==> config.mk <==
export PLATFORM = sky130hd
export DESIGN_NAME = dsv_irq_ctrl
export DESIGN_NICKNAME = d
export VERILOG_FILES = /design/src/core/dsv_pkg.sv /design/src/core/dsv_core_if.sv /design/src/core/dsv_pin_detect.sv /design/src/core/dsv_chan_route.sv /design/src/core/dsv_irq_ctrl.sv
export SDC_FILE = /design/constraint.sdc
export NUM_CORES = 1
export LEC_CHECK = 0
export ABC_CLOCK_PERIOD_IN_PS = 5800
export BUFFER_PORTS_ARGS = -buffer_cell sky130_fd_sc_hd__buf_2
export CAP_MARGIN = 0
export CORE_ASPECT_RATIO = 1.75
export CORE_MARGIN = 2
export CORE_UTILIZATION = 49
export DETAILED_ROUTE_END_ITERATION = 16
export GPL_TIMING_DRIVEN = 0
export MAX_ROUTING_LAYER = met4
export PLACE_DENSITY = 0.73
export SLEW_MARGIN = 15
export SYNTH_ARGS = -nofsm -noshare
export SYNTH_HDL_FRONTEND = slang
export SYNTH_SLANG_ARGS = --single-unit
==> constraint.sdc <==
create_clock -name aclk -period 5.8 [get_ports aclk]
set_input_delay 0.58 -clock aclk [delete_from_list [all_inputs] [get_ports aclk]]
set_output_delay 0.58 -clock aclk [all_outputs]
set_load 0.01 [all_outputs]
==> src/core/dsv_pkg.sv <==
// constants, register map and source vectors of the trigger-vector block
//
// Overview of operation
// four channel registers route sources to transfer
// trigger is source whose vector equals register
// count zero: end interrupt, register cleared
// software rewrites register in end handler
// shared vector goes to lowest channel first
// cleared lower channel passes source upward
// vector field bits 7..2, write-only, reset zero
// codes 28H..3CH for inputs, FCH software
// software loads transfer parameters beforehand
// only nmi, input 0, input 5 selectable
// nmi falling edge, or both when set
// inputs 0, 5 rising edge or level
// level mode bypasses latch, follows pin
// edge to level clears pending flag
// level to edge keeps pending flag
// software clears flag after level-to-edge switch
// source holds level until response completes
// pin falling in level mode clears request
// clearing writes only with interrupts disabled
// disable interrupts before status restore
// latch cleared on accept, reset, vector read
// vector bits 1..0 ignored on write

package dsv_pkg;

    localparam int NUM_CHAN = 4;
    localparam int NUM_EXT  = 6;
    localparam int NUM_SRC  = 7;
    localparam int NUM_PIN  = 7;
    localparam int ADDR_W   = 12;

    // register indices; byte address is four times the index
    localparam logic [7:0] IDX_CHAN0_VEC = 8'h26;
    localparam logic [7:0] IDX_CHAN1_VEC = 8'h27;
    localparam logic [7:0] IDX_CHAN2_VEC = 8'h28;
    localparam logic [7:0] IDX_CHAN3_VEC = 8'h29;
    localparam logic [7:0] IDX_MODE      = 8'h2A;
    localparam logic [7:0] IDX_REQ       = 8'h2B;
    localparam logic [7:0] IDX_START     = 8'h2C;
    localparam logic [7:0] IDX_STATUS    = 8'h2D;

    localparam int         VEC_LSB   = 2;
    localparam int         VEC_MSB   = 7;
    localparam logic [7:0] VEC_RESET = 8'h00;
    localparam logic [7:0] MODE_RESET = 8'h00;

    localparam logic [7:0] VEC_EXT0 = 8'h28;
    localparam logic [7:0] VEC_EXT1 = 8'h2C;
    localparam logic [7:0] VEC_EXT2 = 8'h30;
    localparam logic [7:0] VEC_EXT3 = 8'h34;
    localparam logic [7:0] VEC_EXT4 = 8'h38;
    localparam logic [7:0] VEC_EXT5 = 8'h3C;
    localparam logic [7:0] VEC_SW   = 8'hFC;

    localparam int MODE_NMI_BOTH = 0;
    localparam int MODE_EXT0_LVL = 1;
    localparam int MODE_EXT5_LVL = 2;
    localparam int START_BIT     = 0;

    localparam logic [2:0] SRC_EXT0 = 3'h0;
    localparam logic [2:0] SRC_EXT5 = 3'h5;
    localparam logic [2:0] SRC_SW   = 3'h6;
    localparam logic [2:0] SRC_NMI  = 3'h7;
    localparam int         PIN_NMI  = 6;

    localparam logic [1:0] RESP_OKAY   = 2'h0;
    localparam logic [1:0] RESP_SLVERR = 2'h2;

    // vector code of a routable source
    function automatic logic [7:0] vec_of(input int s);
        case (s)
            0: vec_of = VEC_EXT0;
            1: vec_of = VEC_EXT1;
            2: vec_of = VEC_EXT2;
            3: vec_of = VEC_EXT3;
            4: vec_of = VEC_EXT4;
            5: vec_of = VEC_EXT5;
            6: vec_of = VEC_SW;
            default: vec_of = VEC_RESET;
        endcase
    endfunction : vec_of

    // word-aligned address decode against a register index
    function automatic logic reg_hit(input logic [ADDR_W-1:0] a,
                                     input logic [7:0]        idx);
        reg_hit = (a[ADDR_W-1:2] == {2'h0, idx});
    endfunction : reg_hit

endpackage : dsv_pkg

==> src/core/dsv_core_if.sv <==
// signals between the top module, the pin detector and the router
`timescale 1ns/1ps
`default_nettype none

interface dsv_core_if;
    logic [dsv_pkg::NUM_PIN-1:0]       rise;
    logic [dsv_pkg::NUM_PIN-1:0]       fall;
    logic [dsv_pkg::NUM_PIN-1:0]       level;
    logic [dsv_pkg::NUM_CHAN-1:0][7:0] vec;
    logic [dsv_pkg::NUM_CHAN-1:0][2:0] ch_src;
    logic [dsv_pkg::NUM_CHAN-1:0]      ch_hit;

    modport det   (output rise, output fall, output level);
    modport route (input vec, output ch_src, output ch_hit);
    modport top   (input rise, input fall, input level,
                   output vec, input ch_src, input ch_hit);
endinterface : dsv_core_if

`default_nettype wire

==> src/core/dsv_pin_detect.sv <==
// two-stage pin synchroniser with edge detection
`timescale 1ns/1ps
`default_nettype none

module dsv_pin_detect #(
    parameter int N = dsv_pkg::NUM_PIN
) (
    input  wire logic         aclk,
    input  wire logic         aresetn,
    input  wire logic [N-1:0] pins,
    dsv_core_if.det           det
);
    logic [N-1:0] meta_reg;
    logic [N-1:0] sync_reg;
    logic [N-1:0] last_reg;

    always_ff @(posedge aclk) begin
        if (!aresetn) begin
            meta_reg <= '0;
            sync_reg <= '0;
            last_reg <= '0;
        end else begin
            meta_reg <= pins;
            sync_reg <= meta_reg;
            last_reg <= sync_reg;
        end
    end

    assign det.level = sync_reg;
    assign det.rise  = sync_reg & ~last_reg;
    assign det.fall  = ~sync_reg & last_reg;
endmodule : dsv_pin_detect

`default_nettype wire

==> src/core/dsv_chan_route.sv <==
// maps each channel vector to its source, lowest channel first
`timescale 1ns/1ps
`default_nettype none

module dsv_chan_route (
    dsv_core_if.route rt
);
    always_comb begin
        for (int c = 0; c < dsv_pkg::NUM_CHAN; c++) begin
            rt.ch_hit[c] = 1'b0;
            rt.ch_src[c] = 3'h0;
            for (int s = 0; s < dsv_pkg::NUM_SRC; s++) begin
                if (rt.vec[c] != dsv_pkg::VEC_RESET &&
                    rt.vec[c] == dsv_pkg::vec_of(s)) begin
                    rt.ch_hit[c] = 1'b1;
                    rt.ch_src[c] = 3'(s);
                end
            end
            // a lower channel with the same vector owns the source
            for (int l = 0; l < c; l++) begin
                if (rt.vec[l] == rt.vec[c]) begin
                    rt.ch_hit[c] = 1'b0;
                end
            end
        end
    end
endmodule : dsv_chan_route

`default_nettype wire

==> src/core/dsv_irq_ctrl.sv <==
// trigger-vector routing and external input mode control
`timescale 1ns/1ps
`default_nettype none

module dsv_irq_ctrl (
    input  wire logic                          aclk,
    input  wire logic                          aresetn,
    // axi4-lite slave
    input  wire logic [dsv_pkg::ADDR_W-1:0]    s_axi_awaddr,
    input  wire logic                          s_axi_awvalid,
    output logic                               s_axi_awready,
    input  wire logic [31:0]                   s_axi_wdata,
    input  wire logic [3:0]                    s_axi_wstrb,
    input  wire logic                          s_axi_wvalid,
    output logic                               s_axi_wready,
    output logic [1:0]                         s_axi_bresp,
    output logic                               s_axi_bvalid,
    input  wire logic                          s_axi_bready,
    input  wire logic [dsv_pkg::ADDR_W-1:0]    s_axi_araddr,
    input  wire logic                          s_axi_arvalid,
    output logic                               s_axi_arready,
    output logic [31:0]                        s_axi_rdata,
    output logic [1:0]                         s_axi_rresp,
    output logic                               s_axi_rvalid,
    input  wire logic                          s_axi_rready,
    // external pins, asynchronous
    input  wire logic                          nmi_n,
    input  wire logic                          ext_irq_zero,
    input  wire logic [4:0]                    ext_irq_one_to_five,
    // cpu and transfer engine, same clock
    input  wire logic                          dma_accept,
    input  wire logic [1:0]                    dma_accept_chan,
    input  wire logic [dsv_pkg::NUM_CHAN-1:0]  transfer_count_zero,
    input  wire logic                          vec_read,
    input  wire logic [2:0]                    vec_read_src,
    output logic [dsv_pkg::NUM_CHAN-1:0]       dma_req,
    output logic [dsv_pkg::NUM_CHAN-1:0]       transfer_end_irq,
    output logic [dsv_pkg::NUM_EXT-1:0]        irq_req,
    output logic                               nmi_req
);

    ////////////////////////////////////////////////////////////////////////

    dsv_core_if cif ();

    logic [dsv_pkg::NUM_PIN-1:0] pins;

    assign pins = {nmi_n, ext_irq_one_to_five, ext_irq_zero};

    dsv_pin_detect #(
        .N       (dsv_pkg::NUM_PIN)
    ) u_detect (
        .aclk    (aclk),
        .aresetn (aresetn),
        .pins    (pins),
        .det     (cif.det)
    );

    dsv_chan_route u_route (
        .rt (cif.route)
    );

    ////////////////////////////////////////////////////////////////////////
    // axi4-lite write channel

    logic                       aw_got_reg;
    logic                       aw_got_next;
    logic [dsv_pkg::ADDR_W-1:0] aw_addr_reg;
    logic                       w_got_reg;
    logic                       w_got_next;
    logic [31:0]                w_data_reg;
    logic [3:0]                 w_strb_reg;
    logic                       bvalid_next;
    logic                       do_write;
    logic                       aw_hs;
    logic                       w_hs;

    assign aw_hs    = s_axi_awvalid & s_axi_awready;
    assign w_hs     = s_axi_wvalid & s_axi_wready;
    assign do_write = aw_got_reg & w_got_reg & ~s_axi_bvalid;

    always_comb begin
        aw_got_next = (aw_got_reg | aw_hs) & ~do_write;
        w_got_next  = (w_got_reg | w_hs) & ~do_write;
        bvalid_next = do_write | (s_axi_bvalid & ~s_axi_bready);
    end

    always_ff @(posedge aclk) begin
        if (!aresetn) begin
            aw_got_reg    <= 1'b0;
            w_got_reg     <= 1'b0;
            aw_addr_reg   <= '0;
            w_data_reg    <= 32'h0000_0000;
            w_strb_reg    <= 4'h0;
            s_axi_awready <= 1'b0;
            s_axi_wready  <= 1'b0;
            s_axi_bvalid  <= 1'b0;
        end else begin
            aw_got_reg    <= aw_got_next;
            w_got_reg     <= w_got_next;
            if (aw_hs) begin
                aw_addr_reg <= s_axi_awaddr;
            end
            if (w_hs) begin
                w_data_reg <= s_axi_wdata;
                w_strb_reg <= s_axi_wstrb;
            end
            // hold off new requests until the response is gone
            s_axi_awready <= ~aw_got_next & ~bvalid_next;
            s_axi_wready  <= ~w_got_next & ~bvalid_next;
            s_axi_bvalid  <= bvalid_next;
        end
    end

    ////////////////////////////////////////////////////////////////////////
    // write decode; every writable register is one byte in lane zero

    logic [dsv_pkg::NUM_CHAN-1:0] vec_wr;
    logic                         mode_wr;
    logic                         req_wr;
    logic                         start_wr;
    logic                         wr_mapped;
    logic                         lane0;

    assign lane0 = w_strb_reg[0];

    always_comb begin
        for (int c = 0; c < dsv_pkg::NUM_CHAN; c++) begin
            vec_wr[c] = dsv_pkg::reg_hit(aw_addr_reg,
                                         dsv_pkg::IDX_CHAN0_VEC + 8'(c));
        end
        mode_wr   = dsv_pkg::reg_hit(aw_addr_reg, dsv_pkg::IDX_MODE);
        req_wr    = dsv_pkg::reg_hit(aw_addr_reg, dsv_pkg::IDX_REQ);
        start_wr  = dsv_pkg::reg_hit(aw_addr_reg, dsv_pkg::IDX_START);
        wr_mapped = (|vec_wr) | mode_wr | req_wr | start_wr |
                    dsv_pkg::reg_hit(aw_addr_reg, dsv_pkg::IDX_STATUS);
        vec_wr    = vec_wr & {dsv_pkg::NUM_CHAN{do_write & lane0}};
        mode_wr   = mode_wr & do_write & lane0;
        req_wr    = req_wr & do_write & lane0;
        start_wr  = start_wr & do_write & lane0;
    end

    always_ff @(posedge aclk) begin
        if (!aresetn) begin
            s_axi_bresp <= dsv_pkg::RESP_OKAY;
        end else if (do_write) begin
            s_axi_bresp <= wr_mapped ? dsv_pkg::RESP_OKAY
                                     : dsv_pkg::RESP_SLVERR;
        end
    end

    ////////////////////////////////////////////////////////////////////////
    // channel trigger vectors

    logic [dsv_pkg::NUM_CHAN-1:0][7:0] chan_vec_reg;

    assign cif.vec = chan_vec_reg;

    always_ff @(posedge aclk) begin
        if (!aresetn) begin
            chan_vec_reg <= {dsv_pkg::NUM_CHAN{dsv_pkg::VEC_RESET}};
        end else begin
            for (int c = 0; c < dsv_pkg::NUM_CHAN; c++) begin
                // a rewrite in the same cycle as the end keeps the channel
                if (vec_wr[c]) begin
                    chan_vec_reg[c] <= {
                        w_data_reg[dsv_pkg::VEC_MSB:dsv_pkg::VEC_LSB],
                        2'h0};
                end else if (transfer_count_zero[c]) begin
                    chan_vec_reg[c] <= dsv_pkg::VEC_RESET;
                end
            end
        end
    end

    always_ff @(posedge aclk) begin
        if (!aresetn) begin
            transfer_end_irq <= '0;
        end else begin
            transfer_end_irq <= transfer_count_zero;
        end
    end

    ////////////////////////////////////////////////////////////////////////
    // input mode control

    logic [7:0] mode_reg;

    always_ff @(posedge aclk) begin
        if (!aresetn) begin
            mode_reg <= dsv_pkg::MODE_RESET;
        end else if (mode_wr) begin
            mode_reg <= {5'h00, w_data_reg[2:0]};
        end
    end

    ////////////////////////////////////////////////////////////////////////
    // request latches: ext0..5 and software start

    logic [dsv_pkg::NUM_SRC-1:0] flag_reg;
    logic [dsv_pkg::NUM_SRC-1:0] set_src;
    logic [dsv_pkg::NUM_SRC-1:0] clr_src;
    logic [dsv_pkg::NUM_SRC-1:0] lvl_mode;
    logic [dsv_pkg::NUM_SRC-1:0] owned;
    logic                        nmi_flag_reg;
    logic                        nmi_set;

    always_comb begin
        lvl_mode = '0;
        lvl_mode[dsv_pkg::SRC_EXT0] = mode_reg[dsv_pkg::MODE_EXT0_LVL];
        lvl_mode[dsv_pkg::SRC_EXT5] = mode_reg[dsv_pkg::MODE_EXT5_LVL];
        set_src = {start_wr & w_data_reg[dsv_pkg::START_BIT],
                   cif.rise[dsv_pkg::NUM_EXT-1:0]};
        owned   = '0;
        clr_src = '0;
        for (int s = 0; s < dsv_pkg::NUM_SRC; s++) begin
            for (int c = 0; c < dsv_pkg::NUM_CHAN; c++) begin
                if (cif.ch_hit[c] && cif.ch_src[c] == 3'(s)) begin
                    owned[s] = 1'b1;
                    if (dma_accept && dma_accept_chan == 2'(c)) begin
                        clr_src[s] = 1'b1;
                    end
                end
            end
            if (vec_read && vec_read_src == 3'(s)) begin
                clr_src[s] = 1'b1;
            end
            if (req_wr && !w_data_reg[s]) begin
                clr_src[s] = 1'b1;
            end
        end
        // entering level mode drops a pending edge request
        if (mode_wr && w_data_reg[dsv_pkg::MODE_EXT0_LVL] &&
            !mode_reg[dsv_pkg::MODE_EXT0_LVL]) begin
            clr_src[dsv_pkg::SRC_EXT0] = 1'b1;
        end
        if (mode_wr && w_data_reg[dsv_pkg::MODE_EXT5_LVL] &&
            !mode_reg[dsv_pkg::MODE_EXT5_LVL]) begin
            clr_src[dsv_pkg::SRC_EXT5] = 1'b1;
        end
        // pin is active low, so its falling edge is the request
        nmi_set = cif.fall[dsv_pkg::PIN_NMI] |
                  (mode_reg[dsv_pkg::MODE_NMI_BOTH] &
                   cif.rise[dsv_pkg::PIN_NMI]);
    end

    always_ff @(posedge aclk) begin
        if (!aresetn) begin
            flag_reg <= '0;
        end else begin
            for (int s = 0; s < dsv_pkg::NUM_SRC; s++) begin
                if (lvl_mode[s]) begin
                    // the latch tracks the pin, so a later switch back
                    // to edge mode finds the flag as it stood
                    flag_reg[s] <= cif.level[s];
                end else if (set_src[s]) begin
                    flag_reg[s] <= 1'b1;
                end else if (clr_src[s]) begin
                    flag_reg[s] <= 1'b0;
                end
            end
        end
    end

    always_ff @(posedge aclk) begin
        if (!aresetn) begin
            nmi_flag_reg <= 1'b0;
        end else if (nmi_set) begin
            nmi_flag_reg <= 1'b1;
        end else if (vec_read && vec_read_src == dsv_pkg::SRC_NMI) begin
            nmi_flag_reg <= 1'b0;
        end
    end

    ////////////////////////////////////////////////////////////////////////
    // request outputs

    always_ff @(posedge aclk) begin
        if (!aresetn) begin
            dma_req <= '0;
        end else begin
            for (int c = 0; c < dsv_pkg::NUM_CHAN; c++) begin
                dma_req[c] <= cif.ch_hit[c] & flag_reg[cif.ch_src[c]] &
                              ~clr_src[cif.ch_src[c]];
            end
        end
    end

    always_ff @(posedge aclk) begin
        if (!aresetn) begin
            irq_req <= '0;
            nmi_req <= 1'b0;
        end else begin
            // a routed source never reaches the normal interrupt path
            irq_req <= flag_reg[dsv_pkg::NUM_EXT-1:0] &
                       ~owned[dsv_pkg::NUM_EXT-1:0];
            nmi_req <= nmi_flag_reg;
        end
    end

    ////////////////////////////////////////////////////////////////////////
    // axi4-lite read channel; trigger vectors read as zero

    logic        ar_hs;
    logic        rvalid_next;
    logic [31:0] rd_word;
    logic        rd_mapped;

    assign ar_hs = s_axi_arvalid & s_axi_arready;

    always_comb begin
        rd_word   = 32'h0000_0000;
        rd_mapped = 1'b1;
        if (dsv_pkg::reg_hit(s_axi_araddr, dsv_pkg::IDX_MODE)) begin
            rd_word = {24'h00_0000, mode_reg};
        end else if (dsv_pkg::reg_hit(s_axi_araddr,
                                      dsv_pkg::IDX_REQ)) begin
            rd_word = {25'h000_0000, flag_reg};
        end else if (dsv_pkg::reg_hit(s_axi_araddr,
                                      dsv_pkg::IDX_STATUS)) begin
            for (int c = 0; c < dsv_pkg::NUM_CHAN; c++) begin
                rd_word[c]     = (chan_vec_reg[c] != dsv_pkg::VEC_RESET);
                rd_word[c + 4] = cif.ch_hit[c];
                rd_word[c + 8] = dma_req[c];
            end
        end else begin
            rd_mapped = dsv_pkg::reg_hit(s_axi_araddr, dsv_pkg::IDX_START);
            for (int c = 0; c < dsv_pkg::NUM_CHAN; c++) begin
                rd_mapped |= dsv_pkg::reg_hit(s_axi_araddr,
                    dsv_pkg::IDX_CHAN0_VEC + 8'(c));
            end
        end
        rvalid_next = ar_hs | (s_axi_rvalid & ~s_axi_rready);
    end

    always_ff @(posedge aclk) begin
        if (!aresetn) begin
            s_axi_arready <= 1'b0;
            s_axi_rvalid  <= 1'b0;
            s_axi_rdata   <= 32'h0000_0000;
            s_axi_rresp   <= dsv_pkg::RESP_OKAY;
        end else begin
            s_axi_arready <= ~rvalid_next;
            s_axi_rvalid  <= rvalid_next;
            if (ar_hs) begin
                s_axi_rdata <= rd_word;
                s_axi_rresp <= rd_mapped ? dsv_pkg::RESP_OKAY
                                         : dsv_pkg::RESP_SLVERR;
            end
        end
    end

endmodule : dsv_irq_ctrl

`default_nettype wire

==> results of run 1 <==
## layout by cell type, fill, tap and decap left out, drive strengths merged, types with 18 or more instances in the layout
master  netlist  final
nor2         31     31
clkbuf       25     34
nor3         18     18
buf          49    135
nor2b        46     46
nor3b        21     21
a21oi        32     32
a21boi       35     35
xnor2        34     34
and2         40     40
dfxtp       111    111
nand2        95     95
o21ai        27     27
conb          1     22
## metrics by stage
stage	utilization [%]	setup slack, ns
after floorplan	-	3.57
after global placement	55.2	2.91
after detailed placement	55.2	2.92
after CTS	57.6	2.89
after global routing	57.6	2.65
final	57.6	2.82
## kinds of logic after synthesis
family                    after synthesis  share of synthesized area (%)
other                                   1                         0.0570
buffers and inverters                  81                           6.88
AOI/OAI and AO/OA                     193                           22.0
muxes                                   7                           1.08
DFF                                   111                           33.8
and+or+nand+nor                       353                           31.0
xor gates and xnor gates               39                           5.19
## area by class of cell
| type | instances | area [um2] |
|---|---|---|
| clock buffers | 9 | 225 |
| flip-flops and latches | 111 | 2220 |
| fillers | 1222 | 5620 |
| clock inverters | 7 | 91.3 |
| repair buffers | 86 | 430 |
| multi-input cells | 614 | 3990 |
| plain buffers | 74 | 427 |
| inverters | 7 | 26.3 |
| well taps | 174 | 218 |
## worst max path at each step
stage,to
floorplan,s_axi_rdata[5]$_SDFFE_PN0P_
global placement,dma_req[2]$_SDFF_PN0_
detailed placement,dma_req[1]$_SDFF_PN0_
CTS,dma_req[1]$_SDFF_PN0_
global route,dma_req[1]$_SDFF_PN0_
finish,dma_req[1]$_SDFF_PN0_
## power by group through the flow
stage | Clock (uW) | Combinational, uW | Sequential (uW)
detailed placement | 0 | 134 | 820
finish | 658 | 135 | 802
floorplan | 0 | 78.5 | 816
CTS | 661 | 134 | 802
global placement | 0 | 133 | 820
global route | 691 | 148 | 805
## routing by layer
metal  routed length, um  GRT usage (%)  vias up
li1                    -              -     3031
met1                8190           32.4     2973
met2               11200           54.6      246
met3                 768           3.21       75
met4                1770           22.5        0
met5                   0              -        -
## worst register-to-register path, cell delays in order (launching register included)
cell     delay, ns
dfxtp_1       0.31
buf_2         0.24
xnor2_1       0.15
nand4_1       0.13
o22ai_2       0.44
o31ai_1       0.23
nor3_1        0.54
a41oi_1       0.20
o32ai_1       0.58
==> summary.txt, run 1 <==
Synthesis
  – Asr flop ratio synth: 0%
  – Mapped Cells: around 800
  – Post-synth top cells: dfxtp_1 (111), nand2_1 (95), nor2b_1 (46)
  – Top cells by area, synth: dfxtp_1 (34%), nand2_1 (5.4%), xnor2_1 (4.5%), nor2b_1 (4.4%), a21boi_0 (3.8%)
  – Ys Warns: 0
  – Mapped Area: about 6600 um2
  – Post-synth top area cell: dfxtp_1
  – Flip-flop and latch count after synthesis: 111
  – Ys flop type: dfxtp_1
  – Synth top area share: between 30% and 40%
  – Number of synthesized flops with an enable pin: 0
  – Library cells used by synthesis: 84
  – Register area share after synthesis: 33.8%
  – Mean Syn Cell Area: 8.38 um2
  – Most common cell in the netlist: dfxtp_1

Power
  – Flop pwr share: 50.3%
  – Clock network fraction of total power: 41.3%
  – Sw frac: 27.4%
  – NetSw: 438 uW
  – Power per Cell Area: 209 nW/um2
  – Maximum VDD drop: 0.192 mV
  – Comb power frac: 8.4%
  – Internal power: 1160 uW
  – Design Power: 1600 uW
  – Pleak: 0.00296 uW

Floorplan
  – Full die area: 14400 um2
  – Starting Density: 49.7%
  – Die Wd: 91.6 um
  – Die Ht: roughly 160 um
  – Cell Rows: 56
  – Top-level I/O count: 141
  – Core ar.: about 13000 um2

Setup path
  – Worst R2R End: dma_req[1]$_SDFF_PN0_
  – R2R cell count: 8
  – Slowest stage cell, crit path: o32ai_1
  – CP delay by family, top: compound AO/OA/AOI/OAI gates
  – FF-to-FF Start: chan_vec_reg[31]$_SDFFE_PN0P_
  – Worst Path Buf+Inv: 1
  – Worst setup path class: flop to flop
  – Worst path max stage delay: 0.58 ns
  – Worst setup SP type: flop
  – Critical Path RT: 6.00 ns
  – Worst-path maximum fanout: 10
  – Worst path cell trace: buf_2, xnor2_1, nand4_1, o22ai_2, o31ai_1, nor3_1, a41oi_1, o32ai_1
  – Crit. path cell count: 8
  – Crit. End Element: flop
  – Worst path arrival time: 3.18 ns
  – Crit. Startpoint: chan_vec_reg[31]$_SDFFE_PN0P_
  – Flop-to-flop setup slack: 2.82 ns

Placed design
  – Placed Area: 7310 um2
  – Dpl cells: 1066
  – Count of input and output buffers: 86
  – GPL Wtd Cong: 0.997
  – Dpl hpwl: 17000 um

Global routing
  – Initial antenna violation count: 0
  – Vias in the first global route: 6037
  – Largest net degree at the start of global routing: 24
  – Total global routing overflow: 0
  – Global-route wire length before repair: 33300 um
  – GRT Resource Usage Total: a little under a third

Drt
  – Post-route DRC: 0
  – Routed wire length: between 20000 and 25000 um
  – Vias per inst: 5.85
  – Number of antenna-violating nets in the routed design: 0
  – Detailed-route via count: between 6000 and 7000
  – DRT iter0 DRCs: 457
  – DR WL/cell: 20.2 um
  – DRT Pass-1 Iters: 5

Cells and area
  – Final Non-Filler Cells: 1082
  – Area Overhead vs Synth: 15.9%
  – Final instance area: 7620 um2
  – Max FFs per register: 24
  – Share of layout cells above drive strength 1: 20.3%
  – Fin nets: between 900 and 1000
  – # diodes: 0

Min path
  – Hold Crit Endpoint: u_detect.meta_reg[5]$_SDFF_PN0_
  – Hold Crit Depth: 2
  – Worst Hold Class: primary input to flop
  – Min-Delay Startpoint: ext_irq_one_to_five[4]

Clock tree
  – Later-pin clock latency in the skew report: ~0.36 ns
  – CTS tree: done
  – Root buf cell: clkbuf_16
  – Clock sink count: 111
  – Hold-fix buffers, CTS: 0
  – Postcts setup bufs: 0
  – Clock Pin Slew Worst Setup and Hold Paths: 0.09 ns
  – PostCTS Resize Cnt: 0
  – Htree depth: 3
  – Cts bufs inserted: 9
  – CTS Buffer Depth: 2

Timing
  – Slew @ Worst Pin: 0.971 ns
  – RSZ-0062 raised after global routing: false
  – Fin. max-slew vios: 0
  – Final Hold Fails: 0
  – TNS Setup: 0 ns
  – Tmin final: approximately 3.0 ns
  – Final setup vio count: 0
  – Slew HR: 34.7%
  – Tcrit/Tclk final: between 50% and 60%
  – Hold Slack: roughly 0.42 ns
  – Worst Skew: between 0.015 and 0.02 ns
  – Peak Freq: 336 MHz

Run status
  – Status: finished clean

Job
  – Max Cap Viol: 0
Note: power is estimated with default switching activity, not from simulation.
==> run 2: changes to the inputs <==
ABC_CLOCK_PERIOD_IN_PS = 2850   (was 5800)
clock period = 2.85 ns   (was 5.8 ns; I/O delays follow)
==> summary.txt, run 2 (synthesis gave the netlist of run 1 again) <==
Run status
  – Status: finished clean

Cells and area
  – Commonest non-fill, non-tap cell in the layout: dfxtp_1
  – Max FFs per register: 24 (unchanged)
  – # diodes: 0 (unchanged)
  – Share of layout cells above drive strength 1: 21.1% (+0.83 points)
  – Fin util: 58.1% (+0.52 points)
  – Final instance area: 7690 um2 (+0.90%)
  – Commonest non-fill, non-tap cells in the layout: dfxtp_1 (111), buf_2 (105), nand2_1 (95)
  – Fin nets: 990 (+0.20%)
  – # fillers: 1221 (-0.082%)
  – Area Overhead vs Synth: 16.9%
  – FF/Latch Area: 2220 um2 (unchanged)
  – Area of the multi-input gates: 4040 um2 (+1.3%)

Setup path
  – FF-to-FF Start: chan_vec_reg[18]$_SDFFE_PN0P_
  – Worst path arrival time: 2.97 ns (-0.21 ns)
  – Critical Path RT: 3.07 ns (-2.93 ns)
  – Worst setup path class: flop to flop
  – Flop-to-flop setup slack: 0.10 ns (-2.72 ns)
  – Worst-path maximum fanout: 10 (unchanged)
  – Worst setup SP type: flop
  – Worst R2R End: dma_req[1]$_SDFF_PN0_
  – Crit. Startpoint: chan_vec_reg[18]$_SDFFE_PN0P_
  – R2R cell count: 8 (unchanged)
  – Critical path capture point: dma_req[1]$_SDFF_PN0_
  – Crit. End Element: flop

Power
  – Flop pwr share: 50.3% (about the same)
  – Sw frac: 27.3% (-0.11 points)
  – Power per Cell Area: 422 nW/um2 (+100%)
  – Design Power: 3240 uW (+100%)
  – Internal power: 2360 uW (+100%)
  – Pleak: 0.00297 uW (+0.33%)
  – NetSw: 886 uW (+100%)
  – Clock network fraction of total power: 41.1% (-0.2 points)
  – Maximum VDD drop: 0.389 mV (+100%)
  – Comb power frac: 8.5% (about the same)

Global routing
  – GRT busiest layer: met2
  – Vias in the first global route: 6037 (unchanged)
  – Met2 Use GR: 54.8% (+0.21 points)
  – Met1 GRT Util: 32.6% (+0.16 points)
  – Global-route wire length before repair: 33400 um (+0.31%)
  – Total global routing overflow: 0 (unchanged)
  – GRT Resource Usage Total: 31.3% (+0.086 points)
  – Largest net degree at the start of global routing: 24 (unchanged)
  – Initial antenna violation count: 0 (unchanged)
  – M3 GR Usage: 3.30% (+0.096 points)

Drt
  – DRT Pass-1 Iters: 6 (+1)
  – Number of antenna-violating nets in the routed design: 0 (unchanged)
  – Detailed-route via count: 6387 (+0.98%)
  – Vias per inst: 5.89 (+0.79%)
  – DR WL/cell: 20.2 um (about the same)
  – Post-route DRC: 0 (unchanged)
  – Routed wire length: 21900 um (+0.16%)
  – DRT iter0 DRCs: 403 (-12%)

Timing
  – Tcrit/Tclk final: 96.5% (+45 points)
  – Tmin final: 2.75 ns (-0.230 ns)
  – Slew HR: 36.8% (+2.1 points)
  – Worst Skew: 0.0159 ns (-0.000175 ns)
  – Fin. max-slew vios: 0 (unchanged)
  – Final setup vio count: 0 (unchanged)
  – RSZ-0062 raised after global routing: true
  – Slew @ Worst Pin: 0.939 ns (-0.0318 ns)
  – Final Hold Fails: 0 (unchanged)
  – Peak Freq: 364 MHz (+8.4%)

Floorplan
  – Die Ht: 157 um (unchanged)
  – Top-level I/O count: 141 (unchanged)
  – Starting Density: 49.7% (unchanged)
  – Cell Rows: 56 (unchanged)
  – Full die area: 14400 um2 (unchanged)
  – Die Wd: 91.6 um (unchanged)
  – Core ar.: 13200 um2 (unchanged)

Clock tree
  – CTS Buffer Depth: 2 (unchanged)
  – Clock Pin Slew Worst Setup and Hold Paths: 0.09 ns (about the same)
  – Htree depth: 3 (unchanged)
  – Cts bufs inserted: 9 (unchanged)
  – Later-pin clock latency in the skew report: 0.36 ns (about the same)
  – Hold-fix buffers, CTS: 0 (unchanged)
  – Clock sink count: 111 (unchanged)
  – Root buf cell: clkbuf_16
  – CTS tree: done

Placed design
  – Count of input and output buffers: 86 (unchanged)
  – Placed Area: 7310 um2 (unchanged)
  – GPL Wtd Cong: 0.997 (unchanged)
  – Dpl hpwl: 17000 um (unchanged)

Min path
  – Worst Hold Class: primary input to flop
  – Hold Crit Depth: 2 (unchanged)

Job
  – Max Cap Viol: 0 (unchanged)
==> run 2: cell types whose count changed in the layout (fill, tap and decap cells not counted), sizes merged <==
| cell | delta |
|---|---|
| buf | +2 |
==> run 2: cell type report <==
type,count,share of cell area (%)
timing repair buffer,88,5.79
buffer,74,5.56
inverter,7,0.342
multi-input combinational,614,52.5
tap,174,2.83
sequential,111,28.9
clock inverter,7,1.19
clock buffer,9,2.93
==> run 2: how the worst min path moves through the flow <==
stage,startpoint,to
floorplan,transfer_count_zero[0],transfer_end_irq[0]$_SDFF_PN0_
global placement,u_detect.meta_reg[4]$_SDFF_PN0_,u_detect.det.level[4]$_SDFF_PN0_
detailed placement,u_detect.meta_reg[5]$_SDFF_PN0_,u_detect.det.level[5]$_SDFF_PN0_
CTS,ext_irq_one_to_five[4],u_detect.meta_reg[5]$_SDFF_PN0_
global route,ext_irq_one_to_five[4],u_detect.meta_reg[5]$_SDFF_PN0_
finish,ext_irq_one_to_five[4],u_detect.meta_reg[5]$_SDFF_PN0_
==> run 2: power by group through the flow <==
stage	logic, uW	clock network (uW)	registers [uW]
2_1_floorplan	160	0	1660
3_3_place_gp	270	0	1670
3_5_place_dp	272	0	1670
4_1_cts	273	1350	1630
5_1_grt	304	1410	1640
6_report	276	1330	1630
==> run 2: timing repair <==
| item | 4_1_cts | 5_1_grt |
|---|---|---|
| endpoints found under the setup margin | 2 | 4 |
| buffers inserted | 0 | 2 |
| pin swaps | 0 | 1 |
| resized for setup | 2 | 8 |
==> run 2: per-layer routing <==
metal | vias to the layer above | wire (um) | share of wire (%)
li1 | 3040 | - | -
met1 | 2983 | 8040 | 37
met2 | 268 | 11000 | 50
met3 | 96 | 952 | 4.3
met4 | 0 | 1930 | 8.8
met5 | - | 0 | 0
==> run 2: critical path: stages (launching register included) <==
cell and delay, ns:
dfxtp_1 0.31, buf_2 0.22, and4bb_2 0.32, and2_0 0.38
nand2_1 0.14, nor3_1 0.62, nor4_1 0.09, a211oi_1 0.34
o32ai_2 0.19
==> run 2: metrics by stage <==
step	hold WS [ns]	TNS, ns	setup WS (ns)	cells
after floorplan	0.407	0	0.780	806
after CTS	0.121	0	0.0444	1082
after global routing	0.120	-0.0184	-0.0184	1084
final	0.125	0	0.100	1084
after detailed placement	0.421	-0.0339	-0.0339	1066
after global placement	0.415	-0.0397	-0.0397	1066
